## src/include/fci_consts.vh

```
// front-end chip interface constants
`ifndef FCI_CONSTS_VH
`define FCI_CONSTS_VH

`define FCI_ADDR_W 4
`define FCI_DATA_W 32

`define FCI_REG_CTRL 4'h0
`define FCI_REG_STATUS 4'h1
`define FCI_REG_PROG_A_TX 4'h2
`define FCI_REG_PROG_B_TX 4'h3
`define FCI_REG_PROG_CMD 4'h4
`define FCI_REG_PROG_A_RX 4'h5
`define FCI_REG_PROG_B_RX 4'h6
`define FCI_REG_CAPT_VALID 4'h7
`define FCI_REG_CAPT_DATA 4'h8

`define FCI_CTRL_PWR_LSB 0
`define FCI_CTRL_RST_LSB 2
`define FCI_CTRL_AOUT_LSB 4
`define FCI_CTRL_XCO_LSB 6
`define FCI_CTRL_RESET_VAL 10'h000

`define FCI_ST_ERR_LSB 0
`define FCI_ST_LATCH_LSB 4
`define FCI_ST_EVENT_LSB 8
`define FCI_ST_COINC_LSB 12
`define FCI_ST_READY_LSB 16
`define FCI_ST_BUSY_LSB 20

`define FCI_CMD_START_A 0
`define FCI_CMD_START_B 1
`define FCI_CMD_ODD_A 2
`define FCI_CMD_ODD_B 3

`define FCI_MSG_BITS 16
`define FCI_PROG_HALF 20
`define FCI_CRYS_HALF 2

`endif

```

## src/rtl/fci_sync.v

```verilog
// three-stage synchroniser, a bit changes once stages two and three agree
`default_nettype none

module fci_sync #(
    parameter W = 1
) (
    input wire sys_clk,
    input wire rst,
    input wire [W-1:0] din,
    output reg [W-1:0] dout
);

reg [W-1:0] s1_reg;
reg [W-1:0] s2_reg;
reg [W-1:0] s3_reg;

always @(posedge sys_clk)
begin
    if (rst)
    begin
        s1_reg <= {W{1'b0}};
        s2_reg <= {W{1'b0}};
        s3_reg <= {W{1'b0}};
        dout <= {W{1'b0}};
    end
    else
    begin
        s1_reg <= din;
        s2_reg <= s1_reg;
        s3_reg <= s2_reg;
        dout <= (s2_reg & ~(s2_reg ^ s3_reg)) | (dout & (s2_reg ^ s3_reg));
    end
end

endmodule

`default_nettype wire

```

## src/rtl/fci_top.v

```verilog
// front-end chip pair control, programming link and conversion data capture
//
// Contract
// active-low reset pin synchronised before use
// all registers here clock on the rising system clock edge
// crystal clock edges drive a few registers and the divided clock output
// one power enable per pair, low from power-up until software sets it
// one active-low chip reset per pair, low holds both chips in reset
// one analogue output enable per pair, high enables both chips
// chip error inputs synchronised, low means that chip reports error
// analogue and digital latch-up input per pair, low means latch-up
// per pair bit clock changes on system edges; chips sample on its rise
// one shared serial data line per pair, changed on system clock edges
// per-chip active-high select frames each programming message
// readback sampled at bit clock rise only while that chip is selected; the engine samples it as the bit clock falls
// main event inputs are synchronised before use
// internal coincidence inputs are synchronised before use
// conversion ready is active high, means conversion complete
// external coincidence output per chip, changed on system clock edge
// parallel output enable held permanently low
// eight data bits sampled on system clock, bit 0 most significant
// async inputs synchronised; capture after synchronised ready
// divider and message length are parameters; clock idle when unselected
//
// Added by the designer: the register offsets and the address-and-strobe port.
`default_nettype none
`include "fci_consts.vh"

module fci_top #(
    parameter MSG_BITS = `FCI_MSG_BITS,
    parameter PROG_HALF = `FCI_PROG_HALF,
    parameter CRYS_HALF = `FCI_CRYS_HALF
) (
    input wire sys_clk,
    input wire rst,
    input wire ext_reset_low,
    input wire crystal_clock,
    output reg divided_clock_out,
    input wire [`FCI_ADDR_W-1:0] reg_addr,
    input wire [`FCI_DATA_W-1:0] reg_wdata,
    input wire reg_wr,
    input wire reg_rd,
    output reg [`FCI_DATA_W-1:0] reg_rdata,
    output reg pair_a_power_enable,
    output reg pair_b_power_enable,
    output reg pair_a_chip_reset_low,
    output reg pair_b_chip_reset_low,
    output reg pair_a_analog_out_enable,
    output reg pair_b_analog_out_enable,
    input wire chip0_error_low,
    input wire chip1_error_low,
    input wire chip2_error_low,
    input wire chip3_error_low,
    input wire pair_a_analog_latchup_low,
    input wire pair_a_digital_latchup_low,
    input wire pair_b_analog_latchup_low,
    input wire pair_b_digital_latchup_low,
    output reg pair_a_prog_bit_clock,
    output reg pair_b_prog_bit_clock,
    output reg pair_a_prog_data_out,
    output reg pair_b_prog_data_out,
    output reg chip0_prog_select,
    output reg chip1_prog_select,
    output reg chip2_prog_select,
    output reg chip3_prog_select,
    input wire chip0_prog_readback,
    input wire chip1_prog_readback,
    input wire chip2_prog_readback,
    input wire chip3_prog_readback,
    input wire chip0_main_event,
    input wire chip1_main_event,
    input wire chip2_main_event,
    input wire chip3_main_event,
    input wire chip0_internal_coincidence,
    input wire chip1_internal_coincidence,
    input wire chip2_internal_coincidence,
    input wire chip3_internal_coincidence,
    input wire chip0_conversion_ready,
    input wire chip1_conversion_ready,
    input wire chip2_conversion_ready,
    input wire chip3_conversion_ready,
    output reg chip0_external_coincidence,
    output reg chip1_external_coincidence,
    output reg chip2_external_coincidence,
    output reg chip3_external_coincidence,
    output reg chip0_parallel_out_enable_low,
    output reg chip1_parallel_out_enable_low,
    output reg chip2_parallel_out_enable_low,
    output reg chip3_parallel_out_enable_low,
    input wire [0:7] chip0_conversion_data,
    input wire [0:7] chip1_conversion_data,
    input wire [0:7] chip2_conversion_data,
    input wire [0:7] chip3_conversion_data
);

localparam ST_IDLE = 2'b00;
localparam ST_LOW = 2'b01;
localparam ST_HIGH = 2'b10;
localparam ST_END = 2'b11;

wire rst_ext_sync;
wire rst_int;
wire [24:0] async_in;
wire [24:0] sync_out;
wire [3:0] err_s;
wire [3:0] latch_s;
wire [3:0] event_s;
wire [3:0] coinc_s;
wire [3:0] ready_s;
wire [3:0] rb_s;
wire crys_s;

reg [9:0] ctrl_reg;
reg [MSG_BITS-1:0] tx_reg [0:1];
reg [MSG_BITS-1:0] rx_reg [0:1];
reg [MSG_BITS-1:0] shift_reg [0:1];
reg [1:0] state_reg [0:1];
reg [15:0] div_reg [0:1];
reg [15:0] bit_reg [0:1];
reg [1:0] odd_reg;
reg [1:0] sclk_reg;
reg [1:0] sdata_reg;
reg [1:0] sel_even_reg;
reg [1:0] sel_odd_reg;
reg [3:0] ready_prev_reg;
reg [3:0] valid_reg;
reg [7:0] capt_reg [0:3];
reg crys_prev_reg;
reg [15:0] crys_cnt_reg;
reg [`FCI_DATA_W-1:0] rdata_next;
integer p;

function [15:0] half_count;
    input integer n;
    begin
        half_count = n[15:0] - 16'h0001;
    end
endfunction

// reset synchroniser
fci_sync #(
    .W(1)
) u_rst_sync (
    .sys_clk(sys_clk),
    .rst(rst),
    .din(ext_reset_low),
    .dout(rst_ext_sync)
);

assign rst_int = rst | ~rst_ext_sync;

// inverted to active high before synchronising
assign async_in = {crystal_clock,
    chip3_prog_readback, chip2_prog_readback, chip1_prog_readback, chip0_prog_readback,
    chip3_conversion_ready, chip2_conversion_ready, chip1_conversion_ready, chip0_conversion_ready,
    chip3_internal_coincidence, chip2_internal_coincidence,
    chip1_internal_coincidence, chip0_internal_coincidence,
    chip3_main_event, chip2_main_event, chip1_main_event, chip0_main_event,
    ~pair_b_digital_latchup_low, ~pair_b_analog_latchup_low,
    ~pair_a_digital_latchup_low, ~pair_a_analog_latchup_low,
    ~chip3_error_low, ~chip2_error_low, ~chip1_error_low, ~chip0_error_low};

// every chip input except conversion data, and the crystal clock, synchronised
fci_sync #(
    .W(25)
) u_in_sync (
    .sys_clk(sys_clk),
    .rst(rst_int),
    .din(async_in),
    .dout(sync_out)
);

// error flags per chip
assign err_s = sync_out[3:0];
// latch-up flags per pair
assign latch_s = sync_out[7:4];
// main event indications
assign event_s = sync_out[11:8];
// internal coincidence indications
assign coinc_s = sync_out[15:12];
// conversion ready active high
assign ready_s = sync_out[19:16];
assign rb_s = sync_out[23:20];
assign crys_s = sync_out[24];

// crystal-edge registers and divided clock
always @(posedge sys_clk)
begin
    if (rst_int)
    begin
        crys_prev_reg <= 1'b0;
        crys_cnt_reg <= 16'h0000;
        divided_clock_out <= 1'b0;
    end
    else
    begin
        crys_prev_reg <= crys_s;
        if (crys_s && !crys_prev_reg)
        begin
            if (crys_cnt_reg == half_count(CRYS_HALF))
            begin
                crys_cnt_reg <= 16'h0000;
                divided_clock_out <= ~divided_clock_out;
            end
            else
            begin
                crys_cnt_reg <= crys_cnt_reg + 16'h0001;
            end
        end
    end
end

// control register and pin outputs on rising edge
always @(posedge sys_clk)
begin
    if (rst_int)
    begin
        ctrl_reg <= `FCI_CTRL_RESET_VAL;
        tx_reg[0] <= {MSG_BITS{1'b0}};
        tx_reg[1] <= {MSG_BITS{1'b0}};
    end
    else if (reg_wr)
    begin
        case (reg_addr)
            `FCI_REG_CTRL: ctrl_reg <= reg_wdata[9:0];
            `FCI_REG_PROG_A_TX: tx_reg[0] <= reg_wdata[MSG_BITS-1:0];
            `FCI_REG_PROG_B_TX: tx_reg[1] <= reg_wdata[MSG_BITS-1:0];
            default: ctrl_reg <= ctrl_reg;
        endcase
    end
end

always @(posedge sys_clk)
begin
    if (rst_int)
    begin
        // power off during power-up
        pair_a_power_enable <= 1'b0;
        pair_b_power_enable <= 1'b0;
        // chips held in reset
        pair_a_chip_reset_low <= 1'b0;
        pair_b_chip_reset_low <= 1'b0;
        pair_a_analog_out_enable <= 1'b0;
        pair_b_analog_out_enable <= 1'b0;
        chip0_external_coincidence <= 1'b0;
        chip1_external_coincidence <= 1'b0;
        chip2_external_coincidence <= 1'b0;
        chip3_external_coincidence <= 1'b0;
    end
    else
    begin
        // power enables
        pair_a_power_enable <= ctrl_reg[`FCI_CTRL_PWR_LSB];
        pair_b_power_enable <= ctrl_reg[`FCI_CTRL_PWR_LSB+1];
        // control bit set holds pair in reset
        pair_a_chip_reset_low <= ~ctrl_reg[`FCI_CTRL_RST_LSB];
        pair_b_chip_reset_low <= ~ctrl_reg[`FCI_CTRL_RST_LSB+1];
        // analogue output enables
        pair_a_analog_out_enable <= ctrl_reg[`FCI_CTRL_AOUT_LSB];
        pair_b_analog_out_enable <= ctrl_reg[`FCI_CTRL_AOUT_LSB+1];
        // external coincidence per chip
        chip0_external_coincidence <= ctrl_reg[`FCI_CTRL_XCO_LSB];
        chip1_external_coincidence <= ctrl_reg[`FCI_CTRL_XCO_LSB+1];
        chip2_external_coincidence <= ctrl_reg[`FCI_CTRL_XCO_LSB+2];
        chip3_external_coincidence <= ctrl_reg[`FCI_CTRL_XCO_LSB+3];
    end
end

// parallel output enable always asserted
always @(posedge sys_clk)
begin
    chip0_parallel_out_enable_low <= 1'b0;
    chip1_parallel_out_enable_low <= 1'b0;
    chip2_parallel_out_enable_low <= 1'b0;
    chip3_parallel_out_enable_low <= 1'b0;
end

// programming engines, one per pair
always @(posedge sys_clk)
begin
    if (rst_int)
    begin
        for (p = 0; p < 2; p = p + 1)
        begin
            state_reg[p] <= ST_IDLE;
            div_reg[p] <= 16'h0000;
            bit_reg[p] <= 16'h0000;
            shift_reg[p] <= {MSG_BITS{1'b0}};
            rx_reg[p] <= {MSG_BITS{1'b0}};
        end
        odd_reg <= 2'b00;
        sclk_reg <= 2'b00;
        sdata_reg <= 2'b00;
        sel_even_reg <= 2'b00;
        sel_odd_reg <= 2'b00;
    end
    else
    begin
        for (p = 0; p < 2; p = p + 1)
        begin
            case (state_reg[p])
                ST_IDLE:
                begin
                    // clock held low while idle
                    sclk_reg[p] <= 1'b0;
                    if (reg_wr && reg_addr == `FCI_REG_PROG_CMD && reg_wdata[p])
                    begin
                        // select frames the message
                        odd_reg[p] <= reg_wdata[`FCI_CMD_ODD_A+p];
                        sel_even_reg[p] <= ~reg_wdata[`FCI_CMD_ODD_A+p];
                        sel_odd_reg[p] <= reg_wdata[`FCI_CMD_ODD_A+p];
                        shift_reg[p] <= tx_reg[p];
                        // first bit, msb first
                        sdata_reg[p] <= tx_reg[p][MSG_BITS-1];
                        div_reg[p] <= 16'h0000;
                        bit_reg[p] <= 16'h0000;
                        state_reg[p] <= ST_LOW;
                    end
                end
                ST_LOW:
                begin
                    if (div_reg[p] == half_count(PROG_HALF))
                    begin
                        // rising bit clock, data already stable
                        sclk_reg[p] <= 1'b1;
                        div_reg[p] <= 16'h0000;
                        state_reg[p] <= ST_HIGH;
                    end
                    else
                    begin
                        div_reg[p] <= div_reg[p] + 16'h0001;
                    end
                end
                ST_HIGH:
                begin
                    if (div_reg[p] == half_count(PROG_HALF))
                    begin
                        // readback of the selected chip only
                        rx_reg[p] <= {rx_reg[p][MSG_BITS-2:0], rb_s[2*p + odd_reg[p]]};
                        sclk_reg[p] <= 1'b0;
                        div_reg[p] <= 16'h0000;
                        bit_reg[p] <= bit_reg[p] + 16'h0001;
                        if (bit_reg[p] == half_count(MSG_BITS))
                        begin
                            state_reg[p] <= ST_END;
                        end
                        else
                        begin
                            // next bit while clock low
                            shift_reg[p] <= {shift_reg[p][MSG_BITS-2:0], 1'b0};
                            sdata_reg[p] <= shift_reg[p][MSG_BITS-2];
                            state_reg[p] <= ST_LOW;
                        end
                    end
                    else
                    begin
                        div_reg[p] <= div_reg[p] + 16'h0001;
                    end
                end
                ST_END:
                begin
                    if (div_reg[p] == half_count(PROG_HALF))
                    begin
                        // select released after last bit
                        sel_even_reg[p] <= 1'b0;
                        sel_odd_reg[p] <= 1'b0;
                        sdata_reg[p] <= 1'b0;
                        state_reg[p] <= ST_IDLE;
                    end
                    else
                    begin
                        div_reg[p] <= div_reg[p] + 16'h0001;
                    end
                end
                default:
                begin
                    state_reg[p] <= ST_IDLE;
                end
            endcase
        end
    end
end

// pin copies of the engine state
always @*
begin
    pair_a_prog_bit_clock = sclk_reg[0];
    pair_b_prog_bit_clock = sclk_reg[1];
    pair_a_prog_data_out = sdata_reg[0];
    pair_b_prog_data_out = sdata_reg[1];
    chip0_prog_select = sel_even_reg[0];
    chip1_prog_select = sel_odd_reg[0];
    chip2_prog_select = sel_even_reg[1];
    chip3_prog_select = sel_odd_reg[1];
end

// capture after synchronised ready rises
always @(posedge sys_clk)
begin
    if (rst_int)
    begin
        ready_prev_reg <= 4'h0;
        valid_reg <= 4'h0;
        for (p = 0; p < 4; p = p + 1)
        begin
            capt_reg[p] <= 8'h00;
        end
    end
    else
    begin
        ready_prev_reg <= ready_s;
        for (p = 0; p < 4; p = p + 1)
        begin
            if (ready_s[p] && !ready_prev_reg[p])
            begin
                valid_reg[p] <= 1'b1;
            end
            else if (reg_wr && reg_addr == `FCI_REG_CAPT_VALID && reg_wdata[p])
            begin
                valid_reg[p] <= 1'b0;
            end
        end
        if (ready_s[0] && !ready_prev_reg[0])
        begin
            capt_reg[0] <= chip0_conversion_data;
        end
        if (ready_s[1] && !ready_prev_reg[1])
        begin
            capt_reg[1] <= chip1_conversion_data;
        end
        if (ready_s[2] && !ready_prev_reg[2])
        begin
            capt_reg[2] <= chip2_conversion_data;
        end
        if (ready_s[3] && !ready_prev_reg[3])
        begin
            capt_reg[3] <= chip3_conversion_data;
        end
    end
end

// register read mux
always @*
begin
    rdata_next = {`FCI_DATA_W{1'b0}};
    case (reg_addr)
        `FCI_REG_CTRL: rdata_next[9:0] = ctrl_reg;
        `FCI_REG_STATUS: rdata_next[21:0] = {(state_reg[1] != ST_IDLE), (state_reg[0] != ST_IDLE),
            ready_s, coinc_s, event_s, latch_s, err_s};
        `FCI_REG_PROG_A_TX: rdata_next[MSG_BITS-1:0] = tx_reg[0];
        `FCI_REG_PROG_B_TX: rdata_next[MSG_BITS-1:0] = tx_reg[1];
        `FCI_REG_PROG_A_RX: rdata_next[MSG_BITS-1:0] = rx_reg[0];
        `FCI_REG_PROG_B_RX: rdata_next[MSG_BITS-1:0] = rx_reg[1];
        `FCI_REG_CAPT_VALID: rdata_next[3:0] = valid_reg;
        `FCI_REG_CAPT_DATA: rdata_next = {capt_reg[3], capt_reg[2], capt_reg[1], capt_reg[0]};
        default: rdata_next = {`FCI_DATA_W{1'b0}};
    endcase
end

always @(posedge sys_clk)
begin
    if (rst_int)
    begin
        reg_rdata <= {`FCI_DATA_W{1'b0}};
    end
    else if (reg_rd)
    begin
        reg_rdata <= rdata_next;
    end
    else
    begin
        reg_rdata <= {`FCI_DATA_W{1'b0}};
    end
end

endmodule

`default_nettype wire

```

## config.mk

```make
export PLATFORM = sky130hd
export DESIGN_NAME = fci_top
export DESIGN_NICKNAME = d
export VERILOG_FILES = /design/src/rtl/fci_sync.v /design/src/rtl/fci_top.v
export VERILOG_INCLUDE_DIRS = /design/src /design/src/include
export SDC_FILE = /design/constraint.sdc
export NUM_CORES = 1
export LEC_CHECK = 0
export CAP_MARGIN = 10
export CORE_ASPECT_RATIO = 1.75
export CORE_UTILIZATION = 25
export CTS_CLUSTER_DIAMETER = 60
export DETAILED_ROUTE_END_ITERATION = 12
export DONT_BUFFER_PORTS = 1
export GPL_ROUTABILITY_DRIVEN = 0
export PLACE_DENSITY = 0.46
export SLEW_MARGIN = 5
export SYNTH_ARGS = -nofsm -noshare
export SYNTH_HDL_FRONTEND = slang
export SYNTH_SLANG_ARGS = --single-unit
```

## constraint.sdc

```tcl
create_clock -name sys_clk -period 4.3 [get_ports sys_clk]
set_clock_uncertainty 0.05 [all_clocks]
set_input_delay 0.86 -clock sys_clk [delete_from_list [all_inputs] [get_ports sys_clk]]
set_output_delay 0.86 -clock sys_clk [all_outputs]
set_load 0.01 [all_outputs]
```

==> results.toml, run 1 <==
[status]
status = "complete, no violations"

[timing]
fin_crit_sh_pct = 73.7
relSlewSlack_pct = 42.1
rsz0062_at_grt = "no"
post-route-min-period_ns = 3.17
setup-tns-final_ns = 0
drv_slew = 0
setup-violations-final = 0
hold_viol = 0
fmax_mhz = 315
setup_slack_ns = 1.13
worstMarginPinSlew_ns = 0.865

[placed_design]
post-place-ws_ns = 0.996
dp_hpwl_mm = 28.5
placed_area_um2 = 16300
dp_cells = 2079
io_buffers = 0

[critical_path]
r2r-end = "shift_reg[1][9]$_DFFE_PP_"
path_cells = "ha_1 > nor4b_1 > and4_1 > nand3_2 > nor2b_1 > nand2b_1"
ff2ff_setup_slack_ns = 1.13
path_class = "register to register"
r2r_cells = 6
critPathBufInv = 0
cp-start-kind = "register"
required_ns = 4.42
cp_slowest_cell = "nand2b_1"
max_stage_delay_ns = 0.64
critPathTopFamily = "simple AND/OR/NAND/NOR gates"
r2r-start = "div_reg[1][0]$_SDFFCE_PN0P_"
critPathMaxFanout = 21
end_kind = "register"
arrival_ns = 3.29

[final_layout]
stdcell_area_um2 = 17600
final_nets = 1431
antenna_cells = 0
layoutNonFillerInstCount = 2151
layout-drive-gt1-share_pct = 9.87
syn_to_final_growth_pct = 13.0
layout_common_cells = "dfxtp_1, edfxtp_1, and2_1"

[logic_synthesis]
syn_area_per_cell_um2 = 11.8
ys.flop_type = "edfxtp_1"
yosysWarningCount = 0
synth-seq-area-share_pct = 62.1
synth_edf_count = 193
ys_types = 61
synth_seq_cells = 386
async_flop_share_pct = 0
syn_area_um2 = 15600
syn_inst = 1324

[pwr]
power.leakage_uw = 0.00606
p_clk_share_pct = 46.6
fin_total_pwr_uw = 7260
switching_share_pct = 20.2
pwr-share-comb_pct = 0.5
peakVddDrop_v = 0.000262
power.sequential.fraction_pct = 52.8
powerDensity_nw_per_um2 = 413
p_int_uw = 5790
p_sw_uw = 1470

[cts]
cts_tree = "done"
cts_made_buffers = 39
cts_sinks = 386
clk_pin_slew_ns = 0.06
insertion_delay_ns = 0.55
cts_resized = 0
clockRootBuffer = "clkbuf_16"
hold_buffers = 0
ctsLongestPathBuffers = 3
post_cts.repair.setup_buffers = 0
htree_levels = 2

[route]
wire_per_inst_um = 18.0
vias_per_cell = 4.45
ant_nets = 0
dr.pass1.iters = 5
drt_iter0_markers = 538
drc = 0
vias = 9572
routed_wl_mm = 38.7

[min_path]
hold_path_class = "primary input to register"
hold-path-endpoint = "u_in_sync.s1_reg[6]$_SDFF_PP0_"
hold_depth = 1
hold_path_startpoint = "pair_b_analog_latchup_low"

[floorplanning]
fp.dieW_um = 191
die_y_um = 332
die_area_um2 = 63300
start_util_pct = 25.3
coreArea_um2 = 61400
ios = 153
rows = 120

[grt]
grt_usage_pct = 12.3
grt_start_max_net_pins = 39
grt_use_met2_pct = 22.9
overflow = 0
grt_pass1_vias = 9846
grt_util_met1_pct = 12.7
grt_pass1_wl_mm = 59.3
grt.busiest_layer = "met2"
grtUsageMet3_pct = 3.17
antenna_found_initial = 7

[job]
drv_cap = 0
-- routing by layer --
metal,part of all wire [%],wire length [um]
met5,0.21,80
met4,3.5,1370
met3,5.8,2240
met2,54,20800
met1,37,14200
-- cell usage after synthesis (all sizes together), types with 21 or more instances --
cell | n | share of area, %
dfxtp | 193 | 25
edfxtp | 193 | 37
and2 | 140 | 5.6
nor2 | 127 | 3.2
nand2 | 97 | 2.4
a21oi | 65 | 2.1
nand3 | 61 | 2.1
o21ai | 50 | 1.6
xor2 | 47 | 2.6
buf | 39 | 2.0
nor2b | 39 | 2.9
inv | 25 | 0.60
xnor2 | 24 | 1.4
a22o | 23 | 1.3
clkbuf | 21 | 0.52
-- layout make-up --
type,count,area (um2)
sequential,386,9660
clock inverter,15,166
fill,6273,43800
clock buffer,57,1080
tap,793,992
multi-input combinational,856,5450
timing repair buffer,19,143
inverter,25,93.8
-- worst max-delay path by stage --
stage / from / to / slack (ns) / cells past startpoint
after global routing: div_reg[1][0]$_SDFFCE_PN0P_ / shift_reg[1][9]$_DFFE_PP_ / 0.88 / 6
after detailed placement: div_reg[1][0]$_SDFFCE_PN0P_ / shift_reg[1][11]$_DFFE_PP_ / 1.0 / 6
after global placement: div_reg[1][0]$_SDFFCE_PN0P_ / shift_reg[1][13]$_DFFE_PP_ / 1.06 / 6
after floorplan: reg_addr[3] / tx_reg[0][0]$_DFFE_PP_ / 1.38 / 4
after CTS: div_reg[1][0]$_SDFFCE_PN0P_ / shift_reg[1][4]$_DFFE_PP_ / 1.02 / 6
final: div_reg[1][0]$_SDFFCE_PN0P_ / shift_reg[1][9]$_DFFE_PP_ / 1.13 / 6
-- power by group through the flow --
stage / Combinational (uW) / Clock, uW / Sequential [uW]
after global routing: 42.5 / 3640 / 3830
after detailed placement: 39.7 / 0 / 3910
after floorplan: 41.8 / 0 / 3910
after CTS: 39.8 / 3490 / 3830
final: 39.3 / 3380 / 3830
after global placement: 39.6 / 0 / 3910
-- metrics by stage --
step | utilization [%] | hold WS (ns)
after floorplan | - | 0.356
after global placement | 26.6 | 0.360
after detailed placement | 26.6 | 0.360
after CTS | 28.6 | 0.299
after global routing | 28.6 | 0.305
final | 28.6 | 0.328
-- logic make-up (layout without fill, tap and decap cells) --
| group | after synthesis | in the layout | synth area share [%] |
|---|---|---|---|
| xor gates and xnor gates | 71 | 71 | 4.00 |
| adders and majority gates | 6 | 6 | 0.482 |
| DFF | 386 | 386 | 62.1 |
| buffers and inverters | 85 | 116 | 3.08 |
| other | 1 | 4 | 0.0241 |
| AOI/OAI and AO/OA | 185 | 185 | 7.75 |
| muxes | 20 | 20 | 1.33 |
| and+or+nand+nor | 570 | 570 | 21.3 |
No activity file was read; power rests on OpenSTA's default activity.
==> inputs of run 2 (changes only) <==
==> constraint.sdc (replaced) <==
create_clock -name sys_clk -period 3.32 [get_ports sys_clk]
set_clock_uncertainty 0.05 [all_clocks]
set_input_delay 0.664 -clock sys_clk [delete_from_list [all_inputs] [get_ports sys_clk]]
set_output_delay 0.664 -clock sys_clk [all_outputs]
set_load 0.01 [all_outputs]
==> results.toml, run 2 (same netlist as run 1, synthesis figures left out) <==
[min_path]
hold_depth = 1
hold-path-endpoint = "u_in_sync.s1_reg[7]$_SDFF_PP0_"
hold_path_startpoint = "pair_b_digital_latchup_low"
hold_path_class = "primary input to register"

[route]
wire_per_inst_um = 18.2
vias = 9662
ant_nets = 0
drt_iter0_markers = 478
routed_wl_mm = 39.3
drc = 0
dr.pass1.iters = 5
vias_per_cell = 4.47

[timing]
hold_viol = 0
rsz0062_at_grt = "no"
fin_crit_sh_pct = 82.5
drv_slew = 0
setup_slack_ns = 0.580
setup-tns-final_ns = 0
fmax_mhz = 365
setup-violations-final = 0
post-route-min-period_ns = 2.74
relSlewSlack_pct = 38.9
worstMarginPinSlew_ns = 0.917

[cts]
clockRootBuffer = "clkbuf_16"
post_cts.repair.setup_buffers = 0
clk_pin_slew_ns = 0.06
cts_sinks = 386
cts_resized = 0
cts_tree = "done"
insertion_delay_ns = 0.55
ctsLongestPathBuffers = 3
hold_buffers = 0
htree_levels = 2
cts_made_buffers = 39

[grt]
grt_pass1_vias = 9663
grt_pass1_wl_mm = 59.0
overflow = 0
antenna_found_initial = 8
grt_util_met1_pct = 12.9
grt.busiest_layer = "met2"
grtUsageMet3_pct = 2.95
grt_usage_pct = 12.4
grt_use_met2_pct = 23.2
grt_start_max_net_pins = 74

[floorplanning]
coreArea_um2 = 61400
die_y_um = 332
rows = 120
fp.dieW_um = 191
ios = 153
die_area_um2 = 63300
start_util_pct = 25.3

[critical_path]
end_kind = "register"
arrival_ns = 2.93
ff2ff_setup_slack_ns = 0.58
r2r-end = "shift_reg[1][11]$_DFFE_PP_"
path_class = "register to register"
critPathMaxFanout = 16
r2r-start = "div_reg[1][0]$_SDFFCE_PN0P_"
r2r_cells = 7
startpoint = "div_reg[1][0]$_SDFFCE_PN0P_"
required_ns = 3.51
cp-start-kind = "register"

[placed_design]
post-place-ws_ns = 0.561
io_buffers = 0
dp_hpwl_mm = 28.7
dp_cells = 2088

[final_layout]
layoutNonFillerInstCount = 2162
final_nets = 1440
layout_common_cells = "dfxtp_1, edfxtp_1, and2_1"
final_util_pct = 28.8
layout-drive-gt1-share_pct = 11.2
syn_to_final_growth_pct = 13.6

[job]
drv_cap = 0

[pwr]
peakVddDrop_v = 0.000319
powerDensity_nw_per_um2 = 534
power.leakage_uw = 0.00612

[status]
status = "complete, no violations"
[run 2: cell types whose count changed in the layout (fill, tap and decap cells not counted), moves of 2 or more]
cell and change:
buf_4 +8, bufinv_16 -2, clkbuf_1 -7, clkbuf_8 +2
clkinv_1 -3, clkinv_2 +5, clkinv_4 +2, diode_2 +2
inv_6 +2
[run 2: how the worst max path moves through the flow]
| stage | end | slack [ns] | depth (start not counted) |
|---|---|---|---|
| floorplan | div_reg[0][0]$_SDFFCE_PN0P_ | 0.43 | 7 |
| global placement | rx_reg[0][31]$_SDFFCE_PN0P_ | 0.60 | 7 |
| detailed placement | shift_reg[1][12]$_DFFE_PP_ | 0.56 | 7 |
| CTS | shift_reg[1][11]$_DFFE_PP_ | 0.56 | 7 |
| global route | shift_reg[1][11]$_DFFE_PP_ | 0.36 | 7 |
| finish | shift_reg[1][11]$_DFFE_PP_ | 0.58 | 7 |
[run 2: critical path: stages, from the launching register on]
cell and delay [ns]:
edfxtp_1 0.40, ha_1 0.24, nor4b_1 0.38, and4_1 0.35, nand3_2 0.35, nor2b_1 0.28
nand2b_1 0.13, buf_4 0.25
[run 2: report_power, final]
| part | internal [uW] | switching [uW] |
|---|---|---|
| clock | 2460 | 1960 |
| sequential | 4960 | 4.70 |
| combinational | 19.3 | 33.1 |
[run 2: area by class of cell]
| cell class | instances | area (um2) |
|---|---|---|
| antenna | 2 | 5.00 |
| clock buffer | 53 | 1110 |
| clock inverter | 19 | 151 |
| fill | 6254 | 43700 |
| inverter | 25 | 93.8 |
| multi-input combinational | 856 | 5450 |
| sequential | 386 | 9660 |
| tap | 793 | 992 |
| timing repair buffer | 28 | 223 |
[run 2: stage by stage]
step / power [uW] / instance area [um2] / hold WS (ns)
2_1_floorplan: 5120 / 15600 / 0.356
3_3_place_gp: 5120 / 16400 / 0.362
3_5_place_dp: 5120 / 16400 / 0.360
4_1_cts: 9580 / 17700 / 0.0850
5_1_grt: 9750 / 17700 / 0.0919
6_report: 9440 / 17700 / 0.118
[run 2: routing by layer]
layer | wire, um | part of all wire (%) | up-vias
met2 | 21300 | 54 | 212
met1 | 14600 | 37 | 4678
met4 | 1240 | 3.1 | 10
li1 | - | - | 4696
met3 | 2120 | 5.4 | 66
met5 | 64 | 0.16 | -
==> inputs of run 3 (changes only) <==
--- a/config.mk
+++ b/config.mk
@@ -13,7 +13,7 @@
 export DETAILED_ROUTE_END_ITERATION = 12
 export DONT_BUFFER_PORTS = 1
 export GPL_ROUTABILITY_DRIVEN = 0
-export PLACE_DENSITY = 0.46
+export PLACE_DENSITY = 0.48
 export SLEW_MARGIN = 5
 export SYNTH_ARGS = -nofsm -noshare
 export SYNTH_HDL_FRONTEND = slang
==> constraint.sdc (replaced) <==
create_clock -name sys_clk -period 2.48 [get_ports sys_clk]
set_clock_uncertainty 0.05 [all_clocks]
set_input_delay 0.496 -clock sys_clk [delete_from_list [all_inputs] [get_ports sys_clk]]
set_output_delay 0.496 -clock sys_clk [all_outputs]
set_load 0.01 [all_outputs]
==> results.toml, run 3 (same netlist as run 1, synthesis figures left out) <==
[status]
status = "complete, no violations"

[route]
wire_per_inst_um = 17.7
vias = 9779
drc = 0
vias_per_cell = 4.47
dr.pass1.iters = 7
ant_nets = 0
routed_wl_mm = 38.8
drt_iter0_markers = 613

[floorplanning]
die_y_um = 332
die_area_um2 = 63300
start_util_pct = 25.3
rows = 120
ios = 153
fp.dieW_um = 191
coreArea_um2 = 61400

[cts]
post_cts.repair.setup_buffers = 0
ctsLongestPathBuffers = 3
clockRootBuffer = "clkbuf_16"
cts_tree = "done"
cts_sinks = 386
cts_made_buffers = 39
insertion_delay_ns = 0.55
htree_levels = 2
clk_pin_slew_ns = 0.06

[pwr]
powerDensity_nw_per_um2 = 719
peakVddDrop_v = 0.000571
power.leakage_uw = 0.00632

[grt]
grt_util_met1_pct = 12.2
grt_use_met2_pct = 22.8
grt_start_max_net_pins = 60
grt_pass1_vias = 10200
grtUsageMet3_pct = 3.37
grt_pass1_wl_mm = 59.5
antenna_found_initial = 9
overflow = 0
grt_usage_pct = 12.4
grt.busiest_layer = "met2"

[final_layout]
stdcell_area_um2 = 18100
layout-drive-gt1-share_pct = 11.9
fillers = 6212
syn_to_final_growth_pct = 16.3
final_nets = 1468
layout_common_cells = "dfxtp_1, edfxtp_1, and2_1"

[timing]
fin_crit_sh_pct = 92.3
setup-violations-final = 0
relSlewSlack_pct = 56.6
drv_slew = 0
setup-tns-final_ns = 0
whs_ns = 0.0248
post-route-min-period_ns = 2.29
hold_viol = 0
rsz0062_at_grt = "no"
fmax_mhz = 437
worstMarginPinSlew_ns = 0.649

[placed_design]
io_buffers = 0
dp_hpwl_mm = 28.5
placed_area_um2 = 16600

[critical_path]
end_kind = "register"
critPathMaxFanout = 29
arrival_ns = 2.53
max_stage_delay_ns = 0.44
cp_slowest_cell = "and4_1"
cp-start-kind = "register"
path_class = "register to register"
required_ns = 2.72
ff2ff_setup_slack_ns = 0.19
path_cells = "ha_1 > nor4b_2 > and4_1 > nand4_1 > buf_4 > and3_1"

[job]
drv_cap = 0

[min_path]
hold_path_class = "primary input to register"
## run 3: cell type report
| class | count | area, um2 | area share, % |
|---|---|---|---|
| Tap cell | 793 | 992 | 5.48 |
| Inverter | 25 | 93.8 | 0.518 |
| Timing Repair Buffer | 56 | 531 | 2.93 |
| Clock inverter | 13 | 180 | 0.995 |
| Clock buffer | 58 | 1190 | 6.57 |
| Multi-Input combinational cell | 856 | 5460 | 30.1 |
| Antenna cell | 1 | 2.50 | 0.0138 |
| Sequential cell | 386 | 9660 | 53.4 |
## run 3: path summary, 6_finish.rpt
kind	start	endpoint	cells after the start
setup / recovery	div_reg[0][0]$_SDFFCE_PN0P_	shift_reg[0][0]$_SDFFCE_PP0P_	6
hold / removal	crystal_clock	u_in_sync.s1_reg[24]$_SDFF_PP0_	1
setup reg to reg	div_reg[0][0]$_SDFFCE_PN0P_	shift_reg[0][0]$_SDFFCE_PP0P_	6
hold reg to reg	u_in_sync.s1_reg[14]$_SDFF_PP0_	u_in_sync.s2_reg[14]$_SDFF_PP0_	1
## run 3: metrics by stage
stage               util (%)  worst slack, ns  std cells  power [uW]
global route            29.5         0.000221       2187       13400
floorplan                  -           0.0182       1327        6860
detailed placement      27.0            0.174       2102        6860
CTS                     29.5            0.133       2187       13200
finish                  29.5            0.191       2188       13000
global placement        27.0            0.172       2102        6860
## run 3: repair_timing
action	in CTS	in global routing
resized for setup	0	1
endpoints found under the setup margin	0	61
endpoints found under the hold margin	17	0
hold buffers	14	0
## run 3: worst max-delay path: cells and delay by family (launching register included)
family        cells  cell delay [ns]
fa+ha+maj         1             0.23
buf+inv           1             0.28
simple gates      4             1.09
flops             1             0.39
## run 3: power breakdown
part / internal [uW] / total (uW) / switching [uW]
clock network: 3750 / 6280 / 2520
logic: 41.6 / 89.9 / 48.3
registers: 6640 / 6650 / 6.20
total: 10400 / 13000 / 2580
## run 3: metal layers
metal	up-vias	part of all wire, %
met5	-	0.15
met4	12	5.4
met3	97	5.7
met2	220	53
met1	4704	36
li1	4746	-
